## config.mk

```make
export PLATFORM = sky130hd
export DESIGN_NAME = tpfpc_top
export DESIGN_NICKNAME = d
export VERILOG_FILES = /design/src/include/tpfpc_pkg.sv /design/src/hdl/tpfpc_top.sv
export SDC_FILE = /design/constraint.sdc
export NUM_CORES = 1
export LEC_CHECK = 0
export BUFFER_PORTS_ARGS = -buffer_cell sky130_fd_sc_hd__buf_4
export CAP_MARGIN = 20
export CORE_MARGIN = 2
export CORE_UTILIZATION = 50
export DETAILED_ROUTE_END_ITERATION = 7
export GPL_TIMING_DRIVEN = 0
export PLACE_DENSITY = 0.7
export SYNTH_ARGS = -nofsm -noshare
export SYNTH_HDL_FRONTEND = slang
export SYNTH_SLANG_ARGS = --single-unit
```

## constraint.sdc

```tcl
create_clock -name i_mclk -period 10.7 [get_ports i_mclk]
set_input_delay 0.535 -clock i_mclk [delete_from_list [all_inputs] [get_ports i_mclk]]
set_output_delay 0.535 -clock i_mclk [all_outputs]
set_load 0.01 [all_outputs]
```

## src/include/tpfpc_pkg.sv

```systemverilog
// shared constants and types for the three-port fifo port control block
// assumes the block runs on one system clock that samples all port pins
package tpfpc_pkg;
   localparam int A_W          = 36;   // port a bus width
   localparam int BC_W         = 18;   // port b and port c bus width
   localparam int OFS_AW       = 11;   // offset register width, one fifo address width
   localparam int OFS_REGS     = 4;    // offset registers in the serial chain
   localparam int PARITY_BIT   = 8;    // port a bit skipped under interspersed parity
   localparam int FIFO_DEPTH   = 8;    // words held in each fifo
   localparam int CTRL_SYNC_W  = 19;   // control pins passing the pin synchroniser
   localparam int OFS_Y1       = 0;    // chain position of fifo one almost-full offset
   localparam int OFS_X1       = 1;    // chain position of fifo one almost-empty offset
   localparam int OFS_Y2       = 2;    // chain position of fifo two almost-full offset
   localparam int OFS_X2       = 3;    // chain position of fifo two almost-empty offset
   localparam int OFS_RST      = 1;    // offset value after reset

   // offset programming progress
   typedef enum logic [1:0] {
      PROG_WAIT     = 2'b00,
      PROG_SERIAL   = 2'b01,
      PROG_PARALLEL = 2'b10,
      PROG_DONE     = 2'b11
   } tpfpc_prog_e;

   // port a control pins
   typedef struct packed {
      logic port_a_select_n;
      logic port_a_direction;
      logic port_a_transfer_gate;
      logic port_a_mailbox_select;
   } tpfpc_porta_ctl_s;

   // flag programming pins, sampled at master reset release
   typedef struct packed {
      logic flag_select_high;
      logic offset_serial_data;
      logic offset_serial_gate_n;
   } tpfpc_ofs_pins_s;
endpackage

```

## src/hdl/tpfpc_top.sv

```systemverilog
// port control for a dual-fifo, three-port buffer with mailboxes and loopback
// assumes port clocks are slow against i_mclk (at least four mclk per half period)
// and that pin data is stable around each rising port clock
`timescale 1ns/1ns

// fifo of parameterised width and depth, head word visible while valid
module tpfpc_fifo #(
   parameter int W = 18,
   parameter int D = 8
) (
   // clock and clear
   input  wire logic         i_clk,
   input  wire logic         i_rst,
   // write side
   input  wire logic         i_wr_valid,
   output logic              o_wr_ready,
   input  wire logic [W-1:0] i_wr_data,
   // read side
   output logic              o_rd_valid,
   input  wire logic         i_rd_ready,
   output logic [W-1:0]      o_rd_data,
   output logic [$clog2(D):0] o_count
);
   localparam int PW = (D > 1) ? $clog2(D) : 1;
   localparam logic [PW-1:0]       LAST_PTR = PW'(D - 1);
   localparam logic [$clog2(D):0]  FULL_CNT = ($clog2(D) + 1)'(D);

   logic [W-1:0]        mem_ff [D];
   logic [PW-1:0]       wr_ptr_ff;
   logic [PW-1:0]       rd_ptr_ff;
   logic [$clog2(D):0]  cnt_ff;
   logic                push;
   logic                pop;

   // ready drops honestly at full so the source sees back-pressure
   assign o_wr_ready = (cnt_ff != FULL_CNT);
   assign o_rd_valid = (cnt_ff != '0);
   assign o_rd_data  = mem_ff[rd_ptr_ff];
   assign o_count    = cnt_ff;
   assign push       = i_wr_valid && o_wr_ready;
   assign pop        = o_rd_valid && i_rd_ready;

   // storage has no reset, only pointers and count need a defined value
   always_ff @(posedge i_clk) begin
      if (push) begin
         mem_ff[wr_ptr_ff] <= i_wr_data;
      end
   end

   // pointers wrap at the last slot so depth need not be a power of two
   always_ff @(posedge i_clk) begin
      if (i_rst) begin
         wr_ptr_ff <= '0;
         rd_ptr_ff <= '0;
         cnt_ff    <= '0;
      end else begin
         if (push) begin
            wr_ptr_ff <= (wr_ptr_ff == LAST_PTR) ? '0 : wr_ptr_ff + 1'b1;
         end
         if (pop) begin
            rd_ptr_ff <= (rd_ptr_ff == LAST_PTR) ? '0 : rd_ptr_ff + 1'b1;
         end
         if (push && !pop) begin
            cnt_ff <= cnt_ff + 1'b1;
         end else if (pop && !push) begin
            cnt_ff <= cnt_ff - 1'b1;
         end
      end
   end
endmodule

module tpfpc_top #(
   parameter int OFS_W = tpfpc_pkg::OFS_AW,
   parameter int DEPTH = tpfpc_pkg::FIFO_DEPTH
) (
   // system clock and reset
   input  wire logic                          i_mclk,
   input  wire logic                          i_sys_rst,
   // port a
   input  wire logic                          i_port_a_clock,
   input  wire tpfpc_pkg::tpfpc_porta_ctl_s   i_port_a_ctl,
   input  wire logic                          i_wrap_select_n,
   input  wire logic                          i_timing_mode_select,
   input  wire logic [tpfpc_pkg::A_W-1:0]     i_port_a_data,
   output logic [tpfpc_pkg::A_W-1:0]          o_port_a_data,
   output logic                               o_port_a_data_oe_n,
   // port b
   input  wire logic                          i_port_b_clock,
   input  wire logic                          i_port_b_select_n,
   input  wire logic                          i_port_b_read_gate,
   input  wire logic                          i_port_b_mailbox_select,
   output logic [tpfpc_pkg::BC_W-1:0]         o_port_b_data,
   output logic                               o_port_b_data_oe_n,
   // port c
   input  wire logic                          i_port_c_clock,
   input  wire logic                          i_port_c_write_gate,
   input  wire logic                          i_port_c_mailbox_select,
   input  wire logic [tpfpc_pkg::BC_W-1:0]    i_port_c_data,
   // master resets and flag programming pins
   input  wire logic                          i_fifo_one_master_reset_n,
   input  wire logic                          i_fifo_two_master_reset_n,
   input  wire tpfpc_pkg::tpfpc_ofs_pins_s    i_ofs_pins,
   // status
   output logic                               o_fifo_one_input_ready,
   output logic                               o_fifo_two_input_ready,
   output logic                               o_fifo_one_output_ready,
   output logic                               o_fifo_two_output_ready,
   output logic                               o_mailbox_one_full_n,
   output logic                               o_mailbox_two_full_n,
   output logic                               o_fall_through_mode,
   output logic                               o_interspersed_parity_mode,
   output logic                               o_offsets_programmed,
   output logic [OFS_W-1:0]                   o_fifo_one_almost_full_offset,
   output logic [OFS_W-1:0]                   o_fifo_one_almost_empty_offset,
   output logic [OFS_W-1:0]                   o_fifo_two_almost_full_offset,
   output logic [OFS_W-1:0]                   o_fifo_two_almost_empty_offset
);
   import tpfpc_pkg::*;

   localparam int SYNC_W  = CTRL_SYNC_W + A_W + BC_W;
   localparam int CHAIN_W = OFS_REGS * OFS_W;
   localparam int SCNT_W  = $clog2(CHAIN_W + 1);
   localparam logic [SCNT_W-1:0] LAST_BIT = SCNT_W'(CHAIN_W - 1);
   localparam logic [1:0]        LAST_PAR = 2'(OFS_REGS - 1);
   localparam int CW = $clog2(DEPTH);

   // rising edge of a sampled port clock
   function automatic logic rise(input logic cur, input logic prev);
      rise = cur && !prev;
   endfunction

   // parallel offset word, parity bit dropped when interspersed
   function automatic logic [OFS_W-1:0] par_word(input logic [A_W-1:0] d, input logic ip);
      par_word = ip ? {d[OFS_W:PARITY_BIT+1], d[PARITY_BIT-1:0]} : d[OFS_W-1:0];
   endfunction

   logic [SYNC_W-1:0]   sync1_ff;
   logic [SYNC_W-1:0]   sync2_ff;
   logic                s_a_clk, s_b_clk, s_c_clk;
   tpfpc_porta_ctl_s    s_a;
   logic                s_wrap_n, s_tms, s_b_sel_n, s_b_gate, s_b_mbx;
   logic                s_c_gate, s_c_mbx, s_mr1_n, s_mr2_n;
   tpfpc_ofs_pins_s     s_ofs;
   logic [A_W-1:0]      s_a_data;
   logic [BC_W-1:0]     s_c_data;
   logic [2:0]          clk_prev_ff;
   logic [1:0]          mr_prev_ff;
   logic                a_edge, b_edge, c_edge, rst1, rst2;
   tpfpc_prog_e         prog_ff;
   logic [SCNT_W-1:0]   ser_cnt_ff;
   logic [1:0]          par_cnt_ff;
   logic [CHAIN_W-1:0]  ofs_ff;
   logic                ip_ff, fall_through_mode_ff, mode_pend_ff;
   logic                a_edge_d_ff, c_edge_d_ff, ok1_ff, done_ff;
   logic                ir1_ff, ir2_ff, rdy1_ff, rdy2_ff, pre1_ff, pre2_ff, seen2_ff;
   logic                mb1_n_ff, mb2_n_ff, oe_a_n_ff, oe_b_n_ff;
   logic [BC_W-1:0]     mb1_ff, mb2_ff, data_b_ff;
   logic [A_W-1:0]      data_a_ff;
   logic                a_sel, a_wr, a_rd, a_mb_wr, a_mb_rd, b_rd, b_mb_rd, c_wr, c_mb_wr;
   logic                wrap_go, f1_wr, f1_ready, f1_valid, f2_ready, f2_valid;
   logic                load1, load2, par_wr;
   logic [A_W-1:0]      f1_in, f1_head;
   logic [BC_W-1:0]     f2_head;
   logic [CW:0]         f1_cnt, f2_cnt;

   // every pin passes two flip-flops; only the second stage is unpacked and read
   always_ff @(posedge i_mclk) begin
      if (i_sys_rst) begin
         sync1_ff <= '0;
         sync2_ff <= '0;
      end else begin
         sync1_ff <= {i_port_a_clock, i_port_b_clock, i_port_c_clock, i_port_a_ctl,
                      i_wrap_select_n, i_timing_mode_select, i_port_b_select_n,
                      i_port_b_read_gate, i_port_b_mailbox_select, i_port_c_write_gate,
                      i_port_c_mailbox_select, i_fifo_one_master_reset_n,
                      i_fifo_two_master_reset_n, i_ofs_pins, i_port_a_data, i_port_c_data};
         sync2_ff <= sync1_ff;
      end
   end

   assign {s_a_clk, s_b_clk, s_c_clk, s_a, s_wrap_n, s_tms, s_b_sel_n, s_b_gate, s_b_mbx,
           s_c_gate, s_c_mbx, s_mr1_n, s_mr2_n, s_ofs, s_a_data, s_c_data} = sync2_ff;

   // edge finders for the three port clocks and the master resets
   always_ff @(posedge i_mclk) begin
      if (i_sys_rst) begin
         clk_prev_ff <= '0;
         mr_prev_ff  <= '0;
      end else begin
         clk_prev_ff <= {s_a_clk, s_b_clk, s_c_clk};
         mr_prev_ff  <= {s_mr1_n, s_mr2_n};
      end
   end

   assign a_edge = rise(s_a_clk, clk_prev_ff[2]);
   assign b_edge = rise(s_b_clk, clk_prev_ff[1]);
   assign c_edge = rise(s_c_clk, clk_prev_ff[0]);
   assign rst1   = i_sys_rst || !s_mr1_n;
   assign rst2   = i_sys_rst || !s_mr2_n;

   // port decodes, each qualified by its own port's edge only
   assign a_sel   = a_edge && !s_a.port_a_select_n && s_a.port_a_transfer_gate;
   assign wrap_go = a_sel && !s_wrap_n && !s_a.port_a_mailbox_select
                    && prog_ff == PROG_DONE;
   assign a_wr    = a_sel && s_wrap_n && s_a.port_a_direction
                    && !s_a.port_a_mailbox_select && ir1_ff;
   assign a_rd    = (a_sel && s_wrap_n && !s_a.port_a_direction
                    && !s_a.port_a_mailbox_select) || wrap_go;
   assign a_mb_wr = a_sel && s_a.port_a_direction && s_a.port_a_mailbox_select;
   assign a_mb_rd = a_sel && !s_a.port_a_direction && s_a.port_a_mailbox_select;
   assign b_rd    = b_edge && !s_b_sel_n && s_b_gate && !s_b_mbx;
   assign b_mb_rd = b_edge && !s_b_sel_n && s_b_gate && s_b_mbx;
   assign c_wr    = c_edge && s_c_gate && !s_c_mbx && ir2_ff;
   assign c_mb_wr = c_edge && s_c_gate && s_c_mbx;
   assign par_wr  = a_wr && prog_ff == PROG_PARALLEL;

   // output register loads: fall-through fills an empty register unasked
   // empty-flag mode moves a word only on a selected read
   assign load1 = f1_valid && (fall_through_mode_ff ? (b_edge && (!rdy1_ff || b_rd)) : (b_rd && rdy1_ff));
   assign load2 = f2_valid && (fall_through_mode_ff ? (a_edge && (!rdy2_ff || a_rd)) : (a_rd && rdy2_ff));

   // loopback writes the word leaving fifo two, or repeats the last one once drained
   assign f1_wr = (a_wr && prog_ff == PROG_DONE)
                  || (wrap_go && ir1_ff && (load2 || seen2_ff));
   assign f1_in = wrap_go ? (load2 ? {{(A_W-BC_W){1'b0}}, f2_head} : data_a_ff) : s_a_data;

   tpfpc_fifo #(.W(A_W), .D(DEPTH)) u_fifo_one (
      .i_clk      (i_mclk),
      .i_rst      (rst1),
      .i_wr_valid (f1_wr),
      .o_wr_ready (f1_ready),
      .i_wr_data  (f1_in),
      .o_rd_valid (f1_valid),
      .i_rd_ready (load1),
      .o_rd_data  (f1_head),
      .o_count    (f1_cnt)
   );

   tpfpc_fifo #(.W(BC_W), .D(DEPTH)) u_fifo_two (
      .i_clk      (i_mclk),
      .i_rst      (rst2),
      .i_wr_valid (c_wr && prog_ff == PROG_DONE),
      .o_wr_ready (f2_ready),
      .i_wr_data  (s_c_data),
      .o_rd_valid (f2_valid),
      .i_rd_ready (load2),
      .o_rd_data  (f2_head),
      .o_count    (f2_cnt)
   );

   // programming mode is chosen at fifo one reset release from the flag pins
   always_ff @(posedge i_mclk) begin
      if (i_sys_rst) begin
         prog_ff    <= PROG_WAIT;
         ip_ff      <= 1'b0;
         ser_cnt_ff <= '0;
         par_cnt_ff <= '0;
      end else if (!s_mr1_n) begin
         prog_ff    <= PROG_WAIT;
         ser_cnt_ff <= '0;
         par_cnt_ff <= '0;
      end else if (!mr_prev_ff[1]) begin
         ip_ff <= !s_ofs.flag_select_high && !s_ofs.offset_serial_gate_n
                  && !s_ofs.offset_serial_data;
         if (!s_ofs.flag_select_high && !s_ofs.offset_serial_data
             && s_ofs.offset_serial_gate_n) begin
            prog_ff <= PROG_SERIAL;
         end else if (!s_ofs.offset_serial_gate_n && !s_ofs.offset_serial_data) begin
            prog_ff <= PROG_PARALLEL;
         end else begin
            prog_ff <= PROG_DONE;
         end
      end else if (prog_ff == PROG_SERIAL && a_edge && !s_ofs.offset_serial_gate_n) begin
         ser_cnt_ff <= ser_cnt_ff + 1'b1;
         if (ser_cnt_ff == LAST_BIT) begin
            prog_ff <= PROG_DONE;
         end
      end else if (par_wr) begin
         par_cnt_ff <= par_cnt_ff + 1'b1;
         if (par_cnt_ff == LAST_PAR) begin
            prog_ff <= PROG_DONE;
         end
      end
   end

   // offset chain: serial bits enter at the bottom so the first bit ends as the top msb
   always_ff @(posedge i_mclk) begin
      if (i_sys_rst) begin
         ofs_ff <= {OFS_REGS{OFS_W'(OFS_RST)}};
      end else if (prog_ff == PROG_SERIAL && s_mr1_n && mr_prev_ff[1] && a_edge
                   && !s_ofs.offset_serial_gate_n) begin
         ofs_ff <= {ofs_ff[CHAIN_W-2:0], s_ofs.offset_serial_data};
      end else if (par_wr) begin
         ofs_ff[(OFS_REGS-1-int'(par_cnt_ff))*OFS_W +: OFS_W] <= par_word(s_a_data, ip_ff);
      end
   end

   // the controller keeps offsets within range; no check is made here
   assign o_fifo_one_almost_full_offset  = ofs_ff[(OFS_REGS-1-OFS_Y1)*OFS_W +: OFS_W];
   assign o_fifo_one_almost_empty_offset = ofs_ff[(OFS_REGS-1-OFS_X1)*OFS_W +: OFS_W];
   assign o_fifo_two_almost_full_offset  = ofs_ff[(OFS_REGS-1-OFS_Y2)*OFS_W +: OFS_W];
   assign o_fifo_two_almost_empty_offset = ofs_ff[(OFS_REGS-1-OFS_X2)*OFS_W +: OFS_W];

   // timing mode caught at the first port a edge after fifo one reset release
   always_ff @(posedge i_mclk) begin
      if (i_sys_rst) begin
         fall_through_mode_ff      <= 1'b0;
         mode_pend_ff <= 1'b1;
      end else if (!s_mr1_n) begin
         mode_pend_ff <= 1'b1;
      end else if (mode_pend_ff && a_edge) begin
         fall_through_mode_ff      <= !s_tms;
         mode_pend_ff <= 1'b0;
      end
   end

   // input ready flags refresh one cycle after their own port edge so a write
   // in that edge is already counted; low until offsets are programmed, except fifo one, which is also high in parallel programming
   // fifo one takes programming state at the edge itself, so the edge that shifts
   // the last serial bit leaves ready low and only the next one raises it
   always_ff @(posedge i_mclk) begin
      if (rst1) begin
         a_edge_d_ff <= 1'b0;
         ok1_ff      <= 1'b0;
         ir1_ff      <= 1'b0;
      end else begin
         a_edge_d_ff <= a_edge;
         if (a_edge) begin
            ok1_ff <= (prog_ff == PROG_DONE || prog_ff == PROG_PARALLEL);
         end
         if (a_edge_d_ff) begin
            ir1_ff <= f1_ready && ok1_ff;
         end
      end
   end

   always_ff @(posedge i_mclk) begin
      if (rst2) begin
         c_edge_d_ff <= 1'b0;
         ir2_ff      <= 1'b0;
      end else begin
         c_edge_d_ff <= c_edge;
         if (c_edge_d_ff) begin
            ir2_ff <= f2_ready && prog_ff == PROG_DONE;
         end
      end
   end

   // fifo one read side on port b edges; empty flag uses a two-edge pipeline
   always_ff @(posedge i_mclk) begin
      if (rst1) begin
         rdy1_ff   <= 1'b0;
         pre1_ff   <= 1'b0;
         data_b_ff <= '0;
      end else begin
         if (load1) begin
            data_b_ff <= f1_head[BC_W-1:0];
         end else if (b_mb_rd) begin
            data_b_ff <= mb1_ff;
         end
         if (b_edge) begin
            pre1_ff <= f1_valid;
            if (fall_through_mode_ff) begin
               rdy1_ff <= load1 || (rdy1_ff && !b_rd);
            end else begin
               rdy1_ff <= pre1_ff && (f1_cnt > (CW+1)'(load1));
            end
         end
      end
   end

   // fifo two read side on port a edges, loopback included
   always_ff @(posedge i_mclk) begin
      if (rst2) begin
         rdy2_ff   <= 1'b0;
         pre2_ff   <= 1'b0;
         seen2_ff  <= 1'b0;
         data_a_ff <= '0;
      end else begin
         if (load2) begin
            data_a_ff <= {{(A_W-BC_W){1'b0}}, f2_head};
            seen2_ff  <= 1'b1;
         end else if (a_mb_rd) begin
            data_a_ff <= {{(A_W-BC_W){1'b0}}, mb2_ff};
         end
         if (a_edge) begin
            pre2_ff <= f2_valid;
            if (fall_through_mode_ff) begin
               rdy2_ff <= load2 || (rdy2_ff && !a_rd);
            end else begin
               rdy2_ff <= pre2_ff && (f2_cnt > (CW+1)'(load2));
            end
         end
      end
   end

   // mailbox one: port a fills, port b empties; a fill in the same cycle wins
   always_ff @(posedge i_mclk) begin
      if (i_sys_rst) begin
         mb1_ff   <= '0;
         mb1_n_ff <= 1'b1;
      end else if (a_mb_wr) begin
         mb1_ff   <= s_a_data[BC_W-1:0];
         mb1_n_ff <= 1'b0;
      end else if (b_mb_rd) begin
         mb1_n_ff <= 1'b1;
      end
   end

   // mailbox two: port c fills, port a empties; a fill in the same cycle wins
   always_ff @(posedge i_mclk) begin
      if (i_sys_rst) begin
         mb2_ff   <= '0;
         mb2_n_ff <= 1'b1;
      end else if (c_mb_wr) begin
         mb2_ff   <= s_c_data;
         mb2_n_ff <= 1'b0;
      end else if (a_mb_rd) begin
         mb2_n_ff <= 1'b1;
      end
   end

   // bus drive enables follow the select pins, not the port clocks
   always_ff @(posedge i_mclk) begin
      if (i_sys_rst) begin
         oe_a_n_ff <= 1'b1;
         oe_b_n_ff <= 1'b1;
         done_ff   <= 1'b0;
      end else begin
         oe_a_n_ff <= s_a.port_a_select_n || s_a.port_a_direction;
         oe_b_n_ff <= s_b_sel_n;
         done_ff   <= (prog_ff == PROG_DONE);                         // status pin from a flop
      end
   end

   assign o_port_a_data              = data_a_ff;
   assign o_port_a_data_oe_n         = oe_a_n_ff;
   assign o_port_b_data              = data_b_ff;
   assign o_port_b_data_oe_n         = oe_b_n_ff;
   assign o_fifo_one_input_ready     = ir1_ff;
   assign o_fifo_two_input_ready     = ir2_ff;
   assign o_fifo_one_output_ready    = rdy1_ff;
   assign o_fifo_two_output_ready    = rdy2_ff;
   assign o_mailbox_one_full_n       = mb1_n_ff;
   assign o_mailbox_two_full_n       = mb2_n_ff;
   assign o_fall_through_mode        = fall_through_mode_ff;
   assign o_interspersed_parity_mode = ip_ff;
   assign o_offsets_programmed       = done_ff;
endmodule

```

==> metrics.md <==
| Metric | Value |
|---|---|
| Area Overhead vs Synth | `17.7%` |
| Avg Synthesized Cell Area | `about 13 um^2` |
| Synth top area share | `0.373` |
| Drt initial violations | `around 1700` |
| Status | `finished clean` |
| CP max FO | `10` |
| Unrepaired setup endpoints after global routing | `no` |
| Fin. max-slew vios | `0` |
| Max transition margin | `0.234` |
| Yosys Warn Count | `0` |
| Final period util | `0.347` |
| Crit path kind | `reg -> reg` |
| Remaining Overflow, GRT | `0` |
| Avg WL per Cell | `about 24 um` |
| Clock sink total | `572` |
| # Post-CTS Setup Buffers | `0` |
| Starting density of the core | `0.509` |
| Sum Neg Setup Slack | `0 ns` |
| Critical Path Source Type | `flop` |
| Rows | `78` |
| Min-Delay Path Class | `in -> reg` |
| Crit path DAT | `roughly 4.3 ns` |
| Crit path cell chain | `nor4_2 -> a21oi_2 -> o21a_1 -> inv_1 -> clkbuf_1 -> ha_1 -> inv_1 -> ha_1 -> a21o_1 -> a21oi_1 -> xnor2_1 -> or3_1 -> a21oi_1` |
| Cell variety after synth | `89` |
| Design area | `around 0.027 mm^2` |
| Crit-path max cell delay | `between 0.5 and 0.6 ns` |
| Setup violations, final | `0` |
| Count of flip-flops with a built-in enable after synthesis | `roughly 290` |
| WP data required | `about 11 ns` |
| Tot GR Track Use | `0.269` |
| Seq/Total Area, Yosys | `0.618` |
| CTS buffer count | `56` |
| CTS root buf | `clkbuf_16` |
| Vias in the first global route | `roughly 16000` |
| Post-synthesis cell area | `approximately 0.023 mm^2` |
| Number of buffers added on ports | `about 150` |
| Die width | `approximately 220 um` |
| Die Area | `a little under 0.05 mm^2` |
| Routed Antenna Nets | `0` |
| Vias per inst | `5.90` |
| Highest Clock Rate | `269 MHz` |
| Pre-Repair DR Iteration Count | `6` |
| Clk slew on worst S/H paths | `~0.060 ns` |
| Post-synthesis register bit count | `around 570` |
| Clock skew | `between 0.03 and 0.04 ns` |
| LEAKAGE | `0.0102 uW` |
| Nets | `about 2200` |
| H-Tree Level Count | `2` |
| Gpl congestion | `0.908` |
| Setup ws final | `6.99 ns` |
| Max-cap viol count | `0` |
| Pwr per Cell Area | `around 160 mW/mm^2` |
| Synth Flop Type | `edfxtp_1` |
| Synth async-reset ratio | `0` |
| Total wire length | `63.7 mm` |
| Skew-Pair Late Insertion Delay | `roughly 0.63 ns` |
| Residual DRC | `0` |
| Clock Path Buffers | `3` |
| Final Hold Viols | `0` |
| Peak supply drop | `roughly 160 uV` |
| Core Area | `between 0.04 and 0.05 mm^2` |
| Most area-hungry cell type in the Yosys netlist | `edfxtp_1` |
| Worst-margin pin slew | `roughly 1.1 ns` |
| CP endpoint kind | `flop` |
| Top post-synthesis cells by area | `edfxtp_1, dfxtp_1, mux4_2` |
| HPWL Detailed | `45.6 mm` |
| CTS tree | `yes` |
| Hold_buf cts | `0` |
| Largest net degree at the start of global routing | `19` |
| Antenna violations before repair | `0` |
| Vias | `roughly 16000` |
| Synthesized instance count | `1817` |
| Sequential standard cell area | `roughly 0.014 mm^2` |
| First-pass GRT wire length | `between 90 and 100 mm` |
| Diode count | `0` |
| Crit path time final | `between 3 and 4 ns` |
| Worst slack, placed | `roughly 7.0 ns` |
| Number of I/O pins | `184` |
| Critical Path Slowest Stage Cell | `nor4_2` |
| Placed Instance Area | `approximately 0.025 mm^2` |
| Layout cells sized above 1 | `0.204` |
| Multi-input gate area | `just over 0.008 mm^2` |
| Final core occ | `0.599` |
| CTS resizes | `0` |
| FILL cells | `approximately 3500` |
| Die Y | `219 um` |
| Total Power | `4500 uW` |
-- critical path, delay by kind of cell, from the launching register on --
family | cells | cell delay (ns)
AND/OR/NAND/NOR | 2 | 0.84
flip-flops | 1 | 0.37
XOR/XNOR | 1 | 0.09
buffers and inverters | 3 | 0.84
AO/OA/AOI/OAI | 5 | 0.91
adder cells (fa/ha/maj) | 2 | 0.58
-- registers in the layout, indices dropped and copies added (netlist names), 2 cells and up, named ones only --
| signal | cells |
|---|---|
| mb2_ff | 18 |
| u_fifo_one.wr_ptr_ff | 3 |
| par_cnt_ff | 2 |
| mb1_ff | 18 |
| u_fifo_two.wr_ptr_ff | 3 |
| u_fifo_two.rd_ptr_ff | 3 |
| prog_ff | 2 |
| u_fifo_one.mem_ff | 144 |
| o_port_b_data | 18 |
| u_fifo_two.mem_ff | 144 |
| clk_prev_ff | 3 |
| sync2_ff | 55 |
| sync1_ff | 55 |
| o_port_a_data | 18 |
| u_fifo_one.rd_ptr_ff | 3 |
| u_fifo_one.o_count | 4 |
| ofs_ff | 44 |
| ser_cnt_ff | 6 |
| u_fifo_two.o_count | 4 |
-- Yosys cell counts, types with 7 or more instances --
cell      count
a211oi_1     50
a21o_1        7
a21oi_1      77
a221oi_1      9
a22oi_1      26
a31oi_1       8
and3_1       28
buf_2        35
buf_4        18
clkbuf_1     68
dfxtp_1     284
edfxtp_1    288
ha_1         24
inv_1        21
mux2i_1      53
mux4_2       81
nand2_1     193
nand2b_1     13
nand3_1      40
nand3b_1      7
nand4_1       8
nor2_1       71
nor2b_1     138
nor3_1       21
o211ai_1     26
o21ai_0      56
o22ai_1      18
or3_1        12
xnor2_1       9
-- layer usage --
metal	wire length, um	GRT usage	vias to the layer above	share of wire
li1	-	-	7238	-
met1	26500	0.364	7878	0.42
met2	30400	0.440	678	0.48
met3	4940	0.0521	121	0.078
met4	1880	0.0827	0	0.029
met5	0	0	-	0
-- path summary, 6_finish.rpt --
kind                                 startpoint                            endpoint  slack (ns)  cells past startpoint
max reg2reg  u_fifo_two.o_count[0]$_SDFFE_PP0P_  u_fifo_two.o_count[3]$_SDFFE_PP0P_        6.99                     13
max          u_fifo_two.o_count[0]$_SDFFE_PP0P_  u_fifo_two.o_count[3]$_SDFFE_PP0P_        6.99                     13
min                            i_port_c_data[6]              sync1_ff[6]$_SDFF_PP0_        0.12                      2
min reg2reg             sync2_ff[64]$_SDFF_PP0_    o_fall_through_mode$_SDFFE_PP0P_        0.41                      1
-- through the flow --
stage / cells / hold slack [ns]
global placement: 2581 / 0.397
detailed placement: 2591 / 0.406
CTS: 2696 / 0.0796
global route: 2698 / 0.0969
floorplan: 1834 / 0.390
finish: 2698 / 0.118
-- layout make-up --
cell class                 instances  area share
buffer                           129      0.0232
clock buffer                      74      0.0598
clock inverter                    31      0.0128
inverter                          23     0.00316
multi-input combinational       1110       0.302
sequential                       572       0.525
tap                              600      0.0275
timing repair buffer             159      0.0467
-- cells in the final DEF, fill, tap and decap left out, types with 9 or more instances in the layout --
master,n
buf_4,165
inv_1,21
o211ai_1,26
buf_2,35
nand2_1,193
clkbuf_16,60
a21oi_1,77
nor2b_1,138
o22ai_1,18
clkbuf_1,74
or3_1,12
nand3_1,40
nand2b_1,13
dfxtp_1,284
conb_1,18
and3_1,28
ha_1,24
clkinv_2,15
o21ai_0,56
a211oi_1,50
buf_8,10
a22oi_1,26
a221oi_1,9
xnor2_1,9
nor3_1,19
mux2i_1,53
edfxtp_1,288
nor2_1,65
mux4_2,81
-- power breakdown --
part           internal, uW  switching (uW)  total [uW]
combinational          39.1            54.6        93.7
clock                  1220             850        2070
sequential             2310            18.7        2330
-- logic make-up after synthesis --
group | Yosys count | share of synthesized area
buffers and inverters | 152 | 0.0310
XOR/XNOR | 16 | 0.00637
other | 1 | 0.000162
AND/OR/NAND/NOR | 575 | 0.129
multiplexers | 138 | 0.103
adder cells (fa/ha/maj) | 26 | 0.0147
AO/OA/AOI/OAI | 337 | 0.0976
flip-flops | 572 | 0.618
Power figures use the tool's default switching activity.
